==> src/include/ssp_pkg.sv <==
// Shared constants and types for the synchronous serial port
package ssp_pkg;

  // Data path geometry
  localparam int unsigned DATA_W      = 16;
  localparam int unsigned FIFO_DEPTH  = 8;
  localparam int unsigned CNT_W       = 4;
  localparam int unsigned DMA_BURST   = 4;
  localparam int unsigned SVC_LEVEL   = 4;

  // Frame geometry
  localparam int unsigned CMD_BITS    = 8;
  localparam logic [3:0]  SIZE_MIN_M1 = 4'h3;
  localparam logic [7:0]  PRESC_MIN   = 8'h02;

  // Receive timeout in serial bit periods, counted in half-bit ticks
  localparam int unsigned RX_TO_BITS  = 32;
  localparam logic [6:0]  RX_TO_TICKS = 7'(2 * RX_TO_BITS);

  // Interrupt source positions
  localparam int unsigned IRQ_N       = 5;
  localparam int unsigned IRQ_TXSVC   = 0;
  localparam int unsigned IRQ_RXSVC   = 1;
  localparam int unsigned IRQ_RXTO    = 2;
  localparam int unsigned IRQ_RXOVR   = 3;
  localparam int unsigned IRQ_EOT     = 4;

  // Reset values
  localparam logic [DATA_W-1:0] DATA_RST = 16'h0000;
  localparam logic [IRQ_N-1:0]  IRQ_RST  = 5'h00;

  // Frame formats
  typedef enum logic [1:0] {
    SSP_FMT_SPI   = 2'h0,
    SSP_FMT_PULSE = 2'h1,
    SSP_FMT_CMD   = 2'h2
  } ssp_fmt_t;

  // Configuration carried in from the control side
  typedef struct packed {
    logic             enable;
    ssp_fmt_t         format;
    logic             clock_polarity_bit;
    logic             clock_phase_bit;
    logic             loopback;
    logic [3:0]       size_m1;
    logic [7:0]       clock_prescale_divisor;
    logic [7:0]       serial_clock_rate;
    logic             dma_rx_en;
    logic             dma_tx_en;
    logic [IRQ_N-1:0] interrupt_mask_reg;
  } ssp_cfg_t;

  // DMA request group
  typedef struct packed {
    logic rx_single;
    logic rx_burst;
    logic tx_single;
    logic tx_burst;
  } ssp_dma_t;

endpackage : ssp_pkg

==> src/rtl/ssp_core.sv <==
// Synchronous serial port master: clocking, framing, FIFOs, DMA, events
module ssp_core
  import ssp_pkg::*;
(
  input  wire logic              clk_sys_i,
  input  wire logic              rstn_i,
  input  wire ssp_cfg_t          cfg_i,
  input  wire logic              tx_wr_i,
  input  wire logic [DATA_W-1:0] tx_wdata_i,
  output logic                   tx_space_o,
  output logic                   rx_valid_o,
  output logic      [DATA_W-1:0] rx_rdata_o,
  input  wire logic              rx_rd_i,
  input  wire logic [IRQ_N-1:0]  int_clear_i,
  output logic      [IRQ_N-1:0]  raw_interrupt_status_o,
  output logic      [IRQ_N-1:0]  masked_interrupt_status_o,
  output logic                   irq_o,
  output ssp_dma_t               dma_req_o,
  output logic                   busy_o,
  output logic                   serial_clock_pin_o,
  output logic                   frame_select_pin_o,
  output logic                   serial_out_pin_o,
  output logic                   serial_out_pin_oe_o,
  input  wire logic              serial_in_pin_i
);

  typedef enum logic [1:0] {
    SSP_IDLE,
    SSP_XFER,
    SSP_TRAIL
  } ssp_state_t;

  ssp_state_t        state_q;
  logic [6:0]        presc_q;
  logic [7:0]        rate_q;
  logic              tick_q;
  logic [6:0]        half_m1;
  logic [5:0]        edge_q;
  logic [5:0]        edge_nx;
  logic [5:0]        edge_total;
  logic              cap_now;
  logic              shf_now;
  logic              trail_q;
  logic [DATA_W-1:0] tx_sh_q;
  logic [DATA_W-1:0] rx_sh_q;
  logic [DATA_W-1:0] rx_word;
  logic              rx_bit;
  logic              word_end;
  logic              start;
  logic              reload;
  logic              is_spi;
  logic              is_pulse;
  logic              is_cmd;
  logic [6:0]        to_q;
  logic [IRQ_N-1:0]  sticky_q;
  logic [IRQ_N-1:0]  raw;

  logic [DATA_W-1:0] txf_data;
  logic [CNT_W-1:0]  txf_cnt;
  logic              txf_empty;
  logic              txf_avail;
  logic              txf_pop;
  logic [DATA_W-1:0] rxf_data;
  logic [CNT_W-1:0]  rxf_cnt;
  logic              rxf_empty;
  logic              rxf_avail;
  logic              rxf_push;
  logic              buf_ready;

  // Left-align a word so its MSB sits in bit 15
  function automatic logic [DATA_W-1:0] ssp_align(
    input logic [DATA_W-1:0] word,
    input logic [3:0]        size_m1,
    input logic              cmd
  );
    logic [3:0] sh;
    sh = cmd ? 4'(DATA_W - CMD_BITS) : (4'hF - size_m1);
    return word << sh;
  endfunction : ssp_align

  assign is_spi   = (cfg_i.format == SSP_FMT_SPI);
  assign is_pulse = (cfg_i.format == SSP_FMT_PULSE);
  assign is_cmd   = (cfg_i.format == SSP_FMT_CMD);

  // Transmit FIFO fed by CPU writes
  ssp_fifo u_tx_fifo (
    .clk_sys_i (clk_sys_i),
    .rstn_i    (rstn_i),
    .push_i    (tx_wr_i),
    .data_i    (tx_wdata_i),
    .pop_i     (txf_pop),
    .data_o    (txf_data),
    .cnt_o     (txf_cnt),
    .empty_o   (txf_empty),
    .avail_o   (txf_avail)
  );

  // Receive FIFO fed by the shifter
  ssp_fifo u_rx_fifo (
    .clk_sys_i (clk_sys_i),
    .rstn_i    (rstn_i),
    .push_i    (rxf_push),
    .data_i    (rx_word),
    .pop_i     (!rxf_empty && buf_ready),
    .data_o    (rxf_data),
    .cnt_o     (rxf_cnt),
    .empty_o   (rxf_empty),
    .avail_o   (rxf_avail)
  );

  // Output buffer so a stalled reader loses no word
  ssp_skid u_rx_buf (
    .clk_sys_i   (clk_sys_i),
    .rstn_i      (rstn_i),
    .in_valid_i  (!rxf_empty),
    .in_data_i   (rxf_data),
    .in_ready_o  (buf_ready),
    .out_valid_o (rx_valid_o),
    .out_data_o  (rx_rdata_o),
    .out_ready_i (rx_rd_i)
  );

  assign tx_space_o = txf_avail;

  // Half prescale, forced even and at least two
  assign half_m1 = (cfg_i.clock_prescale_divisor < PRESC_MIN) ? 7'h00 :
                   (cfg_i.clock_prescale_divisor[7:1] - 7'h01);

  // Half-bit tick: prescale stage then rate stage
  always_ff @(posedge clk_sys_i or negedge rstn_i) begin
    if (!rstn_i) begin
      presc_q <= 7'h00;
      rate_q  <= 8'h00;
      tick_q  <= 1'b0;
    end else if (!cfg_i.enable) begin
      presc_q <= 7'h00;
      rate_q  <= 8'h00;
      tick_q  <= 1'b0;
    end else if (presc_q >= half_m1) begin
      presc_q <= 7'h00;
      if (rate_q >= cfg_i.serial_clock_rate) begin
        rate_q <= 8'h00;
        tick_q <= 1'b1;
      end else begin
        rate_q <= rate_q + 8'h01;
        tick_q <= 1'b0;
      end
    end else begin
      presc_q <= presc_q + 7'h01;
      tick_q  <= 1'b0;
    end
  end

  // Edge plan per format: frame length, capture and shift edges
  always_comb begin
    edge_nx    = edge_q + 6'h01;
    edge_total = {1'b0, cfg_i.size_m1, 1'b0} + 6'h02;
    cap_now    = 1'b0;
    shf_now    = 1'b0;
    case (cfg_i.format)
      SSP_FMT_SPI: begin
        if (!cfg_i.clock_phase_bit) begin
          cap_now = edge_nx[0];
          shf_now = !edge_nx[0] && (edge_nx != edge_total);
        end else begin
          cap_now = !edge_nx[0];
          shf_now = edge_nx[0] && (edge_nx != 6'h01);
        end
      end
      SSP_FMT_PULSE: begin
        edge_total = edge_total + 6'h02;
        cap_now    = !edge_nx[0] && (edge_nx >= 6'h04);
        shf_now    = edge_nx[0] && (edge_nx >= 6'h05);
      end
      SSP_FMT_CMD: begin
        edge_total = edge_total + 6'(2 * CMD_BITS + 2);
        shf_now    = !edge_nx[0] && (edge_nx < 6'(2 * CMD_BITS));
        cap_now    = edge_nx[0] && (edge_nx >= 6'(2 * CMD_BITS + 3));
      end
      default: begin
        cap_now = 1'b0;
        shf_now = 1'b0;
      end
    endcase
  end

  // Receive bit source with loopback, word completion and FIFO handoff
  assign rx_bit   = cfg_i.loopback ? tx_sh_q[DATA_W-1] :
                    serial_in_pin_i;
  assign rx_word  = cap_now ? {rx_sh_q[DATA_W-2:0], rx_bit} : rx_sh_q;
  assign word_end = (state_q == SSP_XFER) && tick_q &&
                    (edge_nx == edge_total);
  assign rxf_push = word_end;
  assign start    = (state_q == SSP_IDLE) && tick_q && !txf_empty &&
                    cfg_i.enable;
  assign reload   = word_end && is_spi && cfg_i.clock_phase_bit &&
                    !txf_empty;
  assign txf_pop  = start || reload;

  // Frame sequencer
  always_ff @(posedge clk_sys_i or negedge rstn_i) begin
    if (!rstn_i) begin
      state_q <= SSP_IDLE;
      edge_q  <= 6'h00;
      trail_q <= 1'b0;
    end else if (!cfg_i.enable) begin
      state_q <= SSP_IDLE;
      edge_q  <= 6'h00;
      trail_q <= 1'b0;
    end else begin
      case (state_q)
        SSP_IDLE: begin
          edge_q <= 6'h00;
          if (start) begin
            state_q <= SSP_XFER;
          end
        end
        SSP_XFER: begin
          if (tick_q) begin
            edge_q <= edge_nx;
            if (word_end) begin
              edge_q <= 6'h00;
              if (reload) begin
                state_q <= SSP_XFER;
              end else if (is_pulse) begin
                state_q <= SSP_IDLE;
              end else begin
                state_q <= SSP_TRAIL;
              end
            end
          end
        end
        SSP_TRAIL: begin
          if (tick_q) begin
            trail_q <= !trail_q;
            if (trail_q) begin
              state_q <= SSP_IDLE;
            end
          end
        end
        default: begin
          state_q <= SSP_IDLE;
        end
      endcase
    end
  end

  // Transmit and receive shifters
  always_ff @(posedge clk_sys_i or negedge rstn_i) begin
    if (!rstn_i) begin
      tx_sh_q <= DATA_RST;
      rx_sh_q <= DATA_RST;
    end else if (txf_pop) begin
      tx_sh_q <= ssp_align(txf_data, cfg_i.size_m1, is_cmd);
      rx_sh_q <= DATA_RST;
    end else if (word_end) begin
      tx_sh_q <= DATA_RST;                          // Idle data forced low
    end else if ((state_q == SSP_XFER) && tick_q) begin
      if (shf_now) begin
        tx_sh_q <= {tx_sh_q[DATA_W-2:0], 1'b0};
      end
      if (cap_now) begin
        rx_sh_q <= rx_word;
      end
    end
  end

  // Serial clock, frame select and data enable pins
  always_ff @(posedge clk_sys_i or negedge rstn_i) begin
    if (!rstn_i) begin
      serial_clock_pin_o  <= 1'b0;
      frame_select_pin_o  <= 1'b1;
      serial_out_pin_oe_o <= 1'b0;
    end else begin
      serial_out_pin_oe_o <= cfg_i.enable &&
                             (!is_pulse || state_q != SSP_IDLE);
      if (state_q == SSP_XFER && tick_q) begin
        serial_clock_pin_o <= !serial_clock_pin_o;
      end else if (state_q != SSP_XFER) begin
        serial_clock_pin_o <= is_spi && cfg_i.clock_polarity_bit;
      end
      if (is_pulse) begin
        if (start) begin
          frame_select_pin_o <= 1'b1;
        end else if (state_q == SSP_XFER && tick_q && edge_nx == 6'h02) begin
          frame_select_pin_o <= 1'b0;
        end else if (state_q != SSP_XFER) begin
          frame_select_pin_o <= 1'b0;
        end
      end else if (start) begin
        frame_select_pin_o <= 1'b0;
      end else if (state_q == SSP_IDLE ||
                   (state_q == SSP_TRAIL && tick_q && trail_q)) begin
        frame_select_pin_o <= 1'b1;
      end
    end
  end

  assign serial_out_pin_o = tx_sh_q[DATA_W-1];

  // Idle timeout counter while the receive FIFO holds data
  always_ff @(posedge clk_sys_i or negedge rstn_i) begin
    if (!rstn_i) begin
      to_q <= 7'h00;
    end else if (rxf_empty || state_q != SSP_IDLE) begin
      to_q <= 7'h00;
    end else if (tick_q && to_q != RX_TO_TICKS) begin
      to_q <= to_q + 7'h01;
    end
  end

  // Sticky event flags; a new event wins over a clear
  always_ff @(posedge clk_sys_i or negedge rstn_i) begin
    if (!rstn_i) begin
      sticky_q <= IRQ_RST;
    end else begin
      sticky_q <= sticky_q & ~int_clear_i;
      if (tick_q && to_q == RX_TO_TICKS - 7'h01 && !rxf_empty &&
          state_q == SSP_IDLE) begin
        sticky_q[IRQ_RXTO] <= 1'b1;
      end
      if (rxf_push && !rxf_avail) begin
        sticky_q[IRQ_RXOVR] <= 1'b1;                 // Word dropped
      end
    end
  end

  // Raw sources: three live levels plus the two sticky event flags
  always_comb begin
    raw            = sticky_q;
    raw[IRQ_TXSVC] = (txf_cnt <= CNT_W'(SVC_LEVEL));
    raw[IRQ_RXSVC] = (rxf_cnt >= CNT_W'(SVC_LEVEL));
    raw[IRQ_EOT]   = txf_empty && (state_q == SSP_IDLE);
    raw[IRQ_RXTO]  = sticky_q[IRQ_RXTO];
    raw[IRQ_RXOVR] = sticky_q[IRQ_RXOVR];
  end

  // Status, interrupt and DMA outputs
  always_ff @(posedge clk_sys_i or negedge rstn_i) begin
    if (!rstn_i) begin
      raw_interrupt_status_o    <= IRQ_RST;
      masked_interrupt_status_o <= IRQ_RST;
      irq_o                     <= 1'b0;
      dma_req_o                 <= '0;
      busy_o                    <= 1'b0;
    end else begin
      raw_interrupt_status_o    <= raw;
      masked_interrupt_status_o <= raw & cfg_i.interrupt_mask_reg;
      irq_o     <= |(raw & cfg_i.interrupt_mask_reg);
      busy_o    <= (state_q != SSP_IDLE) || !txf_empty;
      dma_req_o.rx_single <= cfg_i.dma_rx_en &&
                             (!rxf_empty || rx_valid_o);
      dma_req_o.rx_burst  <= cfg_i.dma_rx_en &&
                             (rxf_cnt >= CNT_W'(DMA_BURST));
      dma_req_o.tx_single <= cfg_i.dma_tx_en && txf_avail;
      dma_req_o.tx_burst  <= cfg_i.dma_tx_en &&
                             (txf_cnt <= CNT_W'(DMA_BURST));
    end
  end

endmodule : ssp_core

==> src/rtl/ssp_fifo.sv <==
// Eight-entry sixteen-bit FIFO with registered level flags
module ssp_fifo
  import ssp_pkg::*;
(
  input  wire logic              clk_sys_i,
  input  wire logic              rstn_i,
  input  wire logic              push_i,
  input  wire logic [DATA_W-1:0] data_i,
  input  wire logic              pop_i,
  output logic      [DATA_W-1:0] data_o,
  output logic      [CNT_W-1:0]  cnt_o,
  output logic                   empty_o,
  output logic                   avail_o
);

  logic [DATA_W-1:0] mem_q [FIFO_DEPTH];
  logic [2:0]        wr_q;
  logic [2:0]        rd_q;
  logic              do_push;
  logic              do_pop;
  logic [CNT_W-1:0]  cnt_d;

  // Accept only what fits, drain only what is held
  assign do_push = push_i && (cnt_o != CNT_W'(FIFO_DEPTH));
  assign do_pop  = pop_i && (cnt_o != '0);
  assign cnt_d   = cnt_o + CNT_W'(do_push) - CNT_W'(do_pop);
  assign data_o  = mem_q[rd_q];

  // Storage array
  always_ff @(posedge clk_sys_i) begin
    if (do_push) begin
      mem_q[wr_q] <= data_i;
    end
  end

  // Pointers, count and flags
  always_ff @(posedge clk_sys_i or negedge rstn_i) begin
    if (!rstn_i) begin
      wr_q    <= '0;
      rd_q    <= '0;
      cnt_o   <= '0;
      empty_o <= 1'b1;
      avail_o <= 1'b1;
    end else begin
      wr_q    <= wr_q + 3'(do_push);
      rd_q    <= rd_q + 3'(do_pop);
      cnt_o   <= cnt_d;
      empty_o <= (cnt_d == '0);
      avail_o <= (cnt_d != CNT_W'(FIFO_DEPTH));
    end
  end

endmodule : ssp_fifo

==> src/rtl/ssp_skid.sv <==
// Two-entry buffer with valid and ready on both sides
module ssp_skid
  import ssp_pkg::*;
(
  input  wire logic              clk_sys_i,
  input  wire logic              rstn_i,
  input  wire logic              in_valid_i,
  input  wire logic [DATA_W-1:0] in_data_i,
  output logic                   in_ready_o,
  output logic                   out_valid_o,
  output logic      [DATA_W-1:0] out_data_o,
  input  wire logic              out_ready_i
);

  logic [DATA_W-1:0] spare_q;
  logic [1:0]        cnt_q;
  logic [1:0]        cnt_d;
  logic              acc_in;
  logic              acc_out;

  assign acc_in  = in_valid_i && in_ready_o;
  assign acc_out = out_valid_o && out_ready_i;
  assign cnt_d   = cnt_q + 2'(acc_in) - 2'(acc_out);

  // Head and spare word
  always_ff @(posedge clk_sys_i or negedge rstn_i) begin
    if (!rstn_i) begin
      out_data_o <= DATA_RST;
      spare_q    <= DATA_RST;
    end else begin
      if (acc_out) begin
        out_data_o <= (cnt_q == 2'h2) ? spare_q : in_data_i;
      end else if (cnt_q == 2'h0) begin
        out_data_o <= in_data_i;
      end
      if (acc_in && (cnt_q == 2'h1) && !acc_out) begin
        spare_q <= in_data_i;
      end
    end
  end

  // Occupancy and handshake flags
  always_ff @(posedge clk_sys_i or negedge rstn_i) begin
    if (!rstn_i) begin
      cnt_q       <= 2'h0;
      out_valid_o <= 1'b0;
      in_ready_o  <= 1'b1;
    end else begin
      cnt_q       <= cnt_d;
      out_valid_o <= (cnt_d != 2'h0);
      in_ready_o  <= (cnt_d != 2'h2);
    end
  end

endmodule : ssp_skid

==> config.mk <==
export PLATFORM = sky130hd
export DESIGN_NAME = ssp_core
export DESIGN_NICKNAME = d
export VERILOG_FILES = /design/src/include/ssp_pkg.sv /design/src/rtl/ssp_core.sv /design/src/rtl/ssp_fifo.sv /design/src/rtl/ssp_skid.sv
export SDC_FILE = /design/constraint.sdc
export NUM_CORES = 1
export LEC_CHECK = 0
export BUFFER_PORTS_ARGS = -buffer_cell sky130_fd_sc_hd__buf_4
export CORE_ASPECT_RATIO = 2
export CORE_MARGIN = 5
export CORE_UTILIZATION = 55
export DETAILED_ROUTE_END_ITERATION = 12
export PLACE_DENSITY = 0.75
export SETUP_SLACK_MARGIN = 0.3
export SLEW_MARGIN = 20
export SYNTH_ARGS = -nofsm -noshare
export SYNTH_HDL_FRONTEND = slang
export SYNTH_SLANG_ARGS = --single-unit
==> constraint.sdc <==
create_clock -name clk_sys_i -period 3.7 [get_ports clk_sys_i]
set_input_delay 0.37 -clock clk_sys_i [delete_from_list [all_inputs] [get_ports clk_sys_i]]
set_output_delay 0.37 -clock clk_sys_i [all_outputs]
set_load 0.02 [all_outputs]
== Yosys cells after proc, flatten, opt, wreduce, memory -nomap -nowiden ==
Memory sizes are Yosys's and may differ from the RTL's.
Index checks and enable logic that the tools add are counted.
Word-level totals
  input port bits: 59
  bits in writable memories: 256
  word-level logic and storage cells: 234
  memories: 2
  bits in registers: 148
Memory list
  u_rx_fifo.mem_q: words 8, bits a word 16, rd ports 1, clocked after Yosys merged registers in 0, write ports 1, RTL line ssp_fifo.sv:16  | logic [DATA_W-1:0] mem_q [FIFO_DEPTH];
  u_tx_fifo.mem_q: words 8, bits a word 16, rd ports 1, clocked after Yosys merged registers in 0, write ports 1, RTL line ssp_fifo.sv:16
Operators by class
  shift-type cells: 1
  equal/unequal tests: 29
  bitwise gates (word level): 3
  add/sub/neg operators: 19
  mux-type cells: 60
  reduce and logical (&&, ||, !) cells: 75
  magnitude comparators: 9
Operators by type and width (number)
  2-to-1 mux 16 bit: 12
  logical AND 1 bit: 37
  2-to-1 mux 7 bit: 5
  2-to-1 mux 8 bit: 3
  one-hot mux 6 bit (2 select lines): 2
  2-to-1 mux 1 bit: 23
  2-to-1 mux 6 bit: 3
  2-to-1 mux 2 bit: 8
  inequality test 4 bit, second input constant: 4
  left shift 16 x 4 -> 16 bit: 1
  inequality test 3 bit, second input constant: 5
  adder 7 x 1 -> 7 bit, second input constant: 2
  nonzero test 2 bit: 7
  adder 3 x 1 -> 3 bit: 4
  greater-or-equal comparator 6 x 3 -> 1 bit, second input constant: 2
  AND 5 bit: 2
  inequality test 2 x 1 -> 1 bit, second input constant: 5
  nonzero test 3 bit: 3
  adder 4 x 1 -> 4 bit: 2
  adder 8 x 1 -> 8 bit, second input constant: 1
  greater-or-equal comparator 8 bit: 1
  logical NOT 1 bit: 8
  logical NOT 4 bit: 2
  less-than comparator 8 x 2 -> 1 bit, second input constant: 1
  36 further kinds: 53

== Longest topological paths before layout ==
Gate-level depths: netlist of the first run.
  depth after elaboration: 13
  mapped depth: 20

== Hierarchy ==
From an unflattened synthesis of the first run, not the netlist that was laid out.
Second synthesis, totals
  cell total of the unflattened synthesis: 1261
  area, all modules: 18440.2 um2
By module, submodules not included
  ssp_core: area each 5820.6 um2, times used 1, cells an instance 651, sequential area each 2128.3 um2
  ssp_fifo (u_rx_fifo): area each 5569.1 um2, times used 1, cells an instance 244, sequential area each 4146.5 um2
  ssp_fifo (u_tx_fifo): area each 5567.8 um2, times used 1, cells an instance 244, sequential area each 4146.5 um2
  ssp_skid: area each 1482.7 um2, times used 1, cells an instance 122, sequential area each 902.1 um2

== Least setup slack after synthesis of the first run ==
Ideal clock, no wire load.
  path type: in2reg
  start point: in cfg_i[23] (netlist bit)
  end point: reg u_tx_fifo.empty_o
  required time: 3631 ps
  setup time: 69 ps
  path slack: -287 ps
  stages on the path: 19
  data arrival time: 3919 ps
  cell sequence: buf_2 > nand2_1 > xnor2_1 > ha_1 > and3_1 > a22o_1 > xor2_1 > xnor2_1 > nand3_1 > o31a_1 > buf_2 > buf_1 > a21oi_1 > ha_1 > inv_1 > ha_1 > fa_1 > nor3_1 > nor2b_1
Between the ends
  word-level cells in the longest chain between the ends: 12
  elaborated cells between the ends (all ways): 13
  those cells by class: 4 x add/sub; 1 x eq/ne; 1 x mux; 7 x reduce/logical
RTL lines
  start: declaration: RTL line ssp_core.sv:7  | input wire ssp_cfg_t cfg_i,
  adder 5 x 2 -> 6 bit *: RTL line ssp_core.sv:157  | edge_total = {1'b0, cfg_i.size_m1, 1'b0} + 6'h02;
  adder 6 x 5 -> 6 bit / adder 6 x 2 -> 6 bit (equally long branches): RTL line ssp_core.sv:176, ssp_core.sv:171
  one-hot mux 6 bit (2 select lines) *: RTL line ssp_core.sv:160  | case (cfg_i.format)
  == test 6 bit *: RTL line ssp_core.sv:192  | (edge_nx == edge_total);
  logical AND 1 bit *: RTL line ssp_core.sv:191  | assign word_end = (state_q == SSP_XFER) && tick_q &&
  logical AND 1 bit * (3 in a row): RTL line ssp_core.sv:196  | assign reload = word_end && is_spi && cfg_i.clock_phase_bit &&
  logical OR 1 bit *: RTL line ssp_core.sv:198  | assign txf_pop = start || reload;
  logical AND 1 bit *: RTL line ssp_fifo.sv:25  | assign do_pop = pop_i && (cnt_o != '0);
  subtractor 4 x 1 -> 4 bit *: RTL line ssp_fifo.sv:26  | assign cnt_d = cnt_o + CNT_W'(do_push) - CNT_W'(do_pop);
  net u_tx_fifo.cnt_d[1]: RTL line ssp_fifo.sv:21  | logic [CNT_W-1:0] cnt_d;
  logical NOT 4 bit *: RTL line ssp_fifo.sv:48  | empty_o <= (cnt_d == '0);
  end signal: assignment: RTL line ssp_fifo.sv:48
  end: declaration: RTL line ssp_fifo.sv:12  | output logic empty_o,
The timed path passes the listed nets; every way through them passes the cells marked *.
A chain may end at the register's enable or synchronous reset.

== Worst setup path in the final report of the first run ==
  start point: reg edge_q[0]
  end point: reg u_tx_fifo.empty_o
Between the ends
  word-level cells in the longest chain between the ends: 10
RTL lines
  start: declaration: RTL line ssp_core.sv:38  | logic [5:0] edge_q;
  start signal: assignment: RTL line ssp_core.sv:220  | edge_q <= edge_nx;
  adder 6 x 1 -> 6 bit: RTL line ssp_core.sv:156  | edge_nx = edge_q + 6'h01;
  == test 6 bit: RTL line ssp_core.sv:192
  logical AND 1 bit: RTL line ssp_core.sv:191
  logical AND 1 bit (3 in a row): RTL line ssp_core.sv:196
  logical OR 1 bit: RTL line ssp_core.sv:198
  logical AND 1 bit: RTL line ssp_fifo.sv:25
  subtractor 4 x 1 -> 4 bit: RTL line ssp_fifo.sv:26
  net u_tx_fifo.cnt_d[1]: RTL line ssp_fifo.sv:21
  logical NOT 4 bit: RTL line ssp_fifo.sv:48
The timed path passes the listed nets, and every way through them passes these cells.

==> results of run 1 <==
-- through the flow --
step	instance area (µm²)	std cells	power [mW]
after CTS	21400	2000	12.4
after detailed placement	20100	1932	8.57
after global routing	21500	2002	12.9
after floorplan	18500	1406	7.60
final	21500	2003	12.2
after global placement	20100	1932	8.44
-- cell type report --
type / count / area (µm²) / area share
Timing Repair Buffer: 168 / 1430 / 0.0666
Sequential cell: 401 / 11300 / 0.527
Multi-Input combinational cell: 872 / 6770 / 0.315
Tap cell: 436 / 546 / 0.0254
Inverter: 61 / 229 / 0.0106
Clock inverter: 23 / 259 / 0.0120
Antenna cell: 1 / 2.50 / 0.000116
Clock buffer: 41 / 948 / 0.0441
-- sequential cells by signal, indices dropped and copies added (netlist names), 2 cells and up --
signal	cells
dma_req_o	4
edge_q	6
masked_interrupt_status_o	5
presc_q	7
rate_q	8
raw_interrupt_status_o	5
rx_sh_q	16
state_q	2
sticky_q	2
to_q	7
tx_sh_q	16
u_rx_buf.cnt_q	2
u_rx_buf.out_data_o	16
u_rx_buf.spare_q	16
u_rx_fifo.cnt_o	4
u_rx_fifo.mem_q	128
u_rx_fifo.rd_q	3
u_rx_fifo.wr_q	3
u_tx_fifo.cnt_o	4
u_tx_fifo.mem_q	128
u_tx_fifo.rd_q	3
u_tx_fifo.wr_q	3
-- worst max-delay path, cell delays in order, from the launching register on --
cell and delay (ns):
dfrtp_1 0.40, inv_2 0.08, ha_4 0.30, nor3b_4 0.20, a21oi_2 0.05, mux2_4 0.29, nor3_4 0.12, nand3_2 0.12
o31a_1 0.37, a21oi_2 0.15, ha_1 0.25, inv_2 0.07, ha_4 0.13, fa_1 0.45, nor3_2 0.22, nor2b_2 0.17
-- cells in the final DEF, fill, tap and decap left out, types with 8 or more instances in the layout --
| cell type | n |
|---|---|
| a21o_1 | 9 |
| a21oi_1 | 47 |
| a22oi_1 | 10 |
| a31oi_1 | 11 |
| and2_1 | 10 |
| and3_1 | 8 |
| buf_12 | 13 |
| buf_4 | 152 |
| clkbuf_16 | 35 |
| dfrtp_1 | 137 |
| edfxtp_1 | 256 |
| ha_1 | 53 |
| inv_1 | 56 |
| mux2_2 | 20 |
| mux2i_1 | 52 |
| mux4_2 | 58 |
| nand2_1 | 143 |
| nand2b_1 | 17 |
| nand3_1 | 41 |
| nor2_1 | 88 |
| nor2b_1 | 13 |
| nor3_1 | 21 |
| o211ai_1 | 8 |
| o21ai_0 | 69 |
| o21ai_1 | 15 |
| o31ai_1 | 23 |
| xnor2_1 | 13 |
| xor2_1 | 18 |
-- routing by layer --
layer | GRT usage | routed length (µm) | vias to the layer above
met5 | 0 | 0 | -
met4 | 0.102 | 2010 | 0
met3 | 0.0270 | 1240 | 123
met2 | 0.424 | 22900 | 280
met1 | 0.218 | 13400 | 5741
li1 | - | - | 5469
-- how the worst max path moves through the flow --
stage | to | slack [ns] | cells past startpoint
after floorplan | u_tx_fifo.empty_o | -0.08 | 19
after global placement | u_tx_fifo.empty_o | -0.25 | 18
after detailed placement | u_tx_fifo.empty_o | -0.37 | 18
after CTS | u_tx_fifo.empty_o | 0.22 | 14
after global routing | u_tx_fifo.empty_o | 0.06 | 15
final | u_tx_fifo.empty_o | 0.25 | 15
-- repair_timing --
action,4_1_cts,5_1_grt
buffers inserted,2,2
pin swaps,6,6
setup endpoints to repair,11,124
hold endpoints to repair,82,0
hold buffers,2,0
gates resized for setup,15,23
gates cloned,0,0
-- report_power, final --
part           total [mW]  internal [mW]  switching (mW)
clock                3.76           2.09            1.67
combinational        2.75           1.24            1.51
sequential           5.73           5.33           0.404
-- synth_stat cells (all sizes together), types with 3 or more instances --
| cell | instances |
|---|---|
| nor4 | 3 |
| a31oi | 11 |
| o31ai | 23 |
| a32oi | 3 |
| and3 | 8 |
| a21boi | 6 |
| o22ai | 6 |
| a211oi | 3 |
| a22oi | 10 |
| nand2 | 145 |
| dfrtp | 139 |
| o21ai | 86 |
| mux2 | 22 |
| o21a | 4 |
| edfxtp | 256 |
| a22o | 4 |
| or3 | 5 |
| nor3 | 27 |
| nand3 | 44 |
| o2bb2ai | 3 |
| nor2b | 14 |
| a21oi | 51 |
| and2 | 10 |
| nand2b | 17 |
| mux2i | 52 |
| xnor2 | 16 |
| xor2 | 22 |
| o211ai | 8 |
| or2 | 7 |
| nor2 | 90 |
| buf | 36 |
| clkbuf | 36 |
| a21o | 9 |
| nor3b | 5 |
| a211o | 4 |
| mux4 | 58 |
| inv | 60 |
| a221oi | 7 |
| nand4 | 5 |
| dfstp | 6 |
| ha | 58 |
-- kinds of logic after synthesis --
kind of cell / after synthesis / share of synthesized area
flip-flops: 401 / 0.614
AND/OR/NAND/NOR: 390 / 0.0977
AO/OA/AOI/OAI: 252 / 0.0859
buffers and inverters: 133 / 0.0304
multiplexers: 132 / 0.112
adder cells (fa/ha/maj): 60 / 0.0415
XOR/XNOR: 38 / 0.0184
==> qor.txt, run 1 <==
Starting Density = 0.553
Worst hold slack = 0.0494 ns
Layout cells sized above 1 = 0.231
Syn_nets = 1525
Synth-to-Final Area Change = 16.6%
Die height = 269 µm
Starting DRT DRC Count = 540
IO Count = 97
Mapped cell area = 18500 µm²
Synth top area cells = edfxtp_1 42%, dfrtp_1 19%, mux4_2 7.1%
Syn Area/Cell = 13.1 µm²
Core Footprint = 33400 µm²
Final setup viols = 0
Largest area contributor in the netlist = edfxtp_1
Worst hold path depth = 1
Clock-pin slew on the worst setup and hold paths = 0.07 ns
Worst min path class = in2reg
Worst-skew pair later-pin latency = 0.55 ns
Worst EP arrival = 3.92 ns
Power per standard cell area = 569 nW/µm²
Final nets = 1658
Hold Fails Final Rpt = 0
Worst Path Required = 4.17 ns
Setup WS post-layout = 0.254 ns
Crit share post-route = 0.931
Skew final = 0.0239 ns
Leakage = 8.48 nW
Die W = 140 µm
Critical path launch point type = flop
Port bufs = 92
Pre-CTS setup slack = -0.372 ns
Filler instances = 2480
Reg2Reg Setup Slack = 0.25 ns
Pre-Repair DR Iteration Count = 5
CTS tree = yes
CP endpoint kind = flop
RSZ-0062 raised after global routing = true
CTS sink cnt = 401
WS Path Type = reg2reg
Clock Path Buffers = 3
Max VDD drop = 0.441 mV
Initial antenna violation count = 1
Detailed-route via count = 11600
Slew margin rel. = 0.214
TritonCTS Buffers = 35
Hold Path End = u_tx_fifo.mem_q[4][6]
Total Wirelength = 39.5 mm
Status = complete, no violations
Post-synthesis cell type count = 79
CP max FO = 5
# rows = 95
Ys flop type = edfxtp_1
Reg2Reg Depth = 15
Global-route wire length before repair = 63.4 mm
GRT Residual Overflow = 0
Crit path launch = edge_q[0]
Warning count from the yosys run = 0
Post-synthesis sequential element count = 401
Max_cap viols = 0
Vias per Instance = 5.80
Yosys top cell area share = 0.417
GP Congestion = 0.987
DRC = 0
Max Freq = 0.290 GHz
Min-Delay Startpoint = tx_wdata_i[6]
CTS root buf = clkbuf_16
Post-synth EDFFs = 256
Die area = 37500 µm²
Setup TNS = 0 ns
Largest net degree at the start of global routing = 87
Syn Inst Count = 1406
Total track usage = 0.214
Slew @ Worst Pin = 1.18 ns
RR Startpoint = edge_q[0]
RR Endpoint = u_tx_fifo.empty_o
Vias in the first global route = 12100
H-tree Lvls = 2
Core Util, Final = 0.644
Post-route ant nets = 0
Pins Over Slew Limit = 0
Shortest period the worst path allows = 3.45 ns
Seq/Total Area, Yosys = 0.614
WL per Instance = 19.7 µm
Dpl hpwl = 28.2 mm
Post-synth ARST share = 0.362
Note: power is estimated with default switching activity, not from simulation.
==> run 2: changes to the inputs <==
PLACE_DENSITY = 0.8   (was 0.75)
==> run 2 against run 1 <==
Effect of this change:
- via count shrank 0.16%
- clock power grew 2%
- non-clock buffer count grew 5
- highest routed layer unchanged
==> qor.txt, run 2 (synthesized netlist as in run 1, its figures left out) <==
Status = complete, no violations
Most common cell after layout, fill and taps aside = edfxtp_1
Setup WS post-layout = 0.317 ns
Initial antenna violation count = 1
CTS tree = yes
Vias per Instance = 5.77
RR Startpoint = edge_q[0]
Vias in the first global route = 12300
CTS sink cnt = 401
Final setup viols = 0
Largest net degree at the start of global routing = 93
Most frequent cells in the layout = 256 x edfxtp_1, 155 x buf_4, 143 x nand2_1, 136 x dfrtp_1, 88 x nor2_1
Starting Density = 0.553
Max Freq = 0.296 GHz
Worst-skew pair later-pin latency = 0.54 ns
Reg2Reg Setup Slack = 0.36 ns
Final nets = 1664
Synth-to-Final Area Change = 16.9%
WL per Instance = 19.7 µm
Min-Delay Startpoint = tx_wdata_i[6]
Detailed-route via count = 11600
Largest regs = u_rx_fifo.mem_q x128, u_tx_fifo.mem_q x128
Hold Fails Final Rpt = 0
TritonCTS Buffers = 36
Total Wirelength = 39.6 mm
Leakage = 8.51 nW
Setup TNS = 0 ns
Layout cells sized above 1 = 0.233
Area after DPL = 20100 µm²
Die height = 269 µm
RR Endpoint = u_tx_fifo.empty_o
Critical path launch point type = input port
Max_cap viols = 0
CP endpoint kind = flop
Die W = 140 µm
Pre-Repair DR Iteration Count = 5
Design Area, Final = 21600 µm²
Clock-pin slew on the worst setup and hold paths = 0.07 ns
Shortest period the worst path allows = 3.38 ns
Power per standard cell area = 574 nW/µm²
Core Util, Final = 0.646
IO Count = 97
GRT Residual Overflow = 0
Pins Over Slew Limit = 0
Core Footprint = 33400 µm²
Crit share post-route = 0.914
Reg2Reg Depth = 14
DRC = 0
GP Congestion = 0.939
WS Path Type = in2reg
Port bufs = 92
Hold Path End = u_tx_fifo.mem_q[0][6]
Pre-CTS setup slack = -0.226 ns
CP max FO = 4
Slew @ Worst Pin = 1.09 ns
Total track usage = 0.214
Slew margin rel. = 0.273
H-tree Lvls = 2
Clock Path Buffers = 3
RSZ-0062 raised after global routing = true
Dpl hpwl = 27.7 mm
# rows = 95
Max VDD drop = 0.628 mV
Worst EP arrival = 3.85 ns
CTS root buf = clkbuf_16
Worst Path Required = 4.16 ns
Worst hold path depth = 1
Worst min path class = in2reg
Global-route wire length before repair = 63.4 mm
Starting DRT DRC Count = 528
Post-route ant nets = 0
Total Power Consumption = 12.4 mW
Skew final = 0.0186 ns
Die area = 37500 µm²
## run 2: critical path: stages
cell and delay, ns:
buf_4 0.11, ha_4 0.13, nand2_2 0.06, xnor2_2 0.13, ha_1 0.33, and3_1 0.19, a22o_1 0.23, xor2_2 0.15
xnor2_1 0.20, nand3_1 0.13, o31a_1 0.38, a21oi_2 0.15, ha_1 0.24, inv_1 0.06, ha_2 0.19, fa_1 0.44
nor3_2 0.18, nor2b_1 0.15
## run 2: worst max-delay path by stage
stage	from	endpoint	slack, ns	cells after the start
2_1_floorplan	cfg_i[24]	u_tx_fifo.empty_o	-0.08	19
3_3_place_gp	cfg_i[24]	u_tx_fifo.empty_o	-0.16	18
6_report	cfg_i[24]	u_tx_fifo.empty_o	0.32	18
5_1_grt	cfg_i[24]	u_tx_fifo.empty_o	0.13	18
3_5_place_dp	cfg_i[24]	u_tx_fifo.empty_o	-0.23	18
4_1_cts	edge_q[0]	u_tx_fifo.empty_o	0.31	14
## run 2: routing by layer
layer  part of all wire  track usage  wire length [µm]  vias up
met5                  0            0                 0        -
met4              0.061        0.125              2420        0
met3              0.038       0.0298              1510      143
met2               0.57        0.416             22600      315
met1               0.33        0.213             13000     5662
li1                   -            -                 -     5474
## run 2: cell type report
type | count | area (µm²)
diodes | 1 | 2.50
well taps | 436 | 546
clock inverters | 23 | 240
flip-flops and latches | 401 | 11300
inverters | 61 | 229
clock buffers | 43 | 990
fillers | 2437 | 11800
repair buffers | 173 | 1450
multi-input cells | 872 | 6790
## run 2: stage by stage
stage               std cells  hold WS, ns
floorplan                1406       0.0744
global placement         1928        0.374
detailed placement       1928        0.390
CTS                      2002       0.0257
global route             2010       0.0347
finish                   2010       0.0533
## run 2: report_power, final
group,switching [mW],total [mW],internal [mW],leakage [nW]
clock,1.68,3.85,2.17,0.602
sequential,0.321,5.65,5.33,4.34
combinational,1.61,2.89,1.27,3.57
## run 2: repair_timing
| item | CTS | global route |
|---|---|---|
| resized for setup | 13 | 22 |
| hold buffers | 2 | 0 |
| pin swaps | 4 | 16 |
| setup endpoints to repair | 3 | 38 |
| buffers inserted | 6 | 7 |
| endpoints found under the hold margin | 87 | 0 |
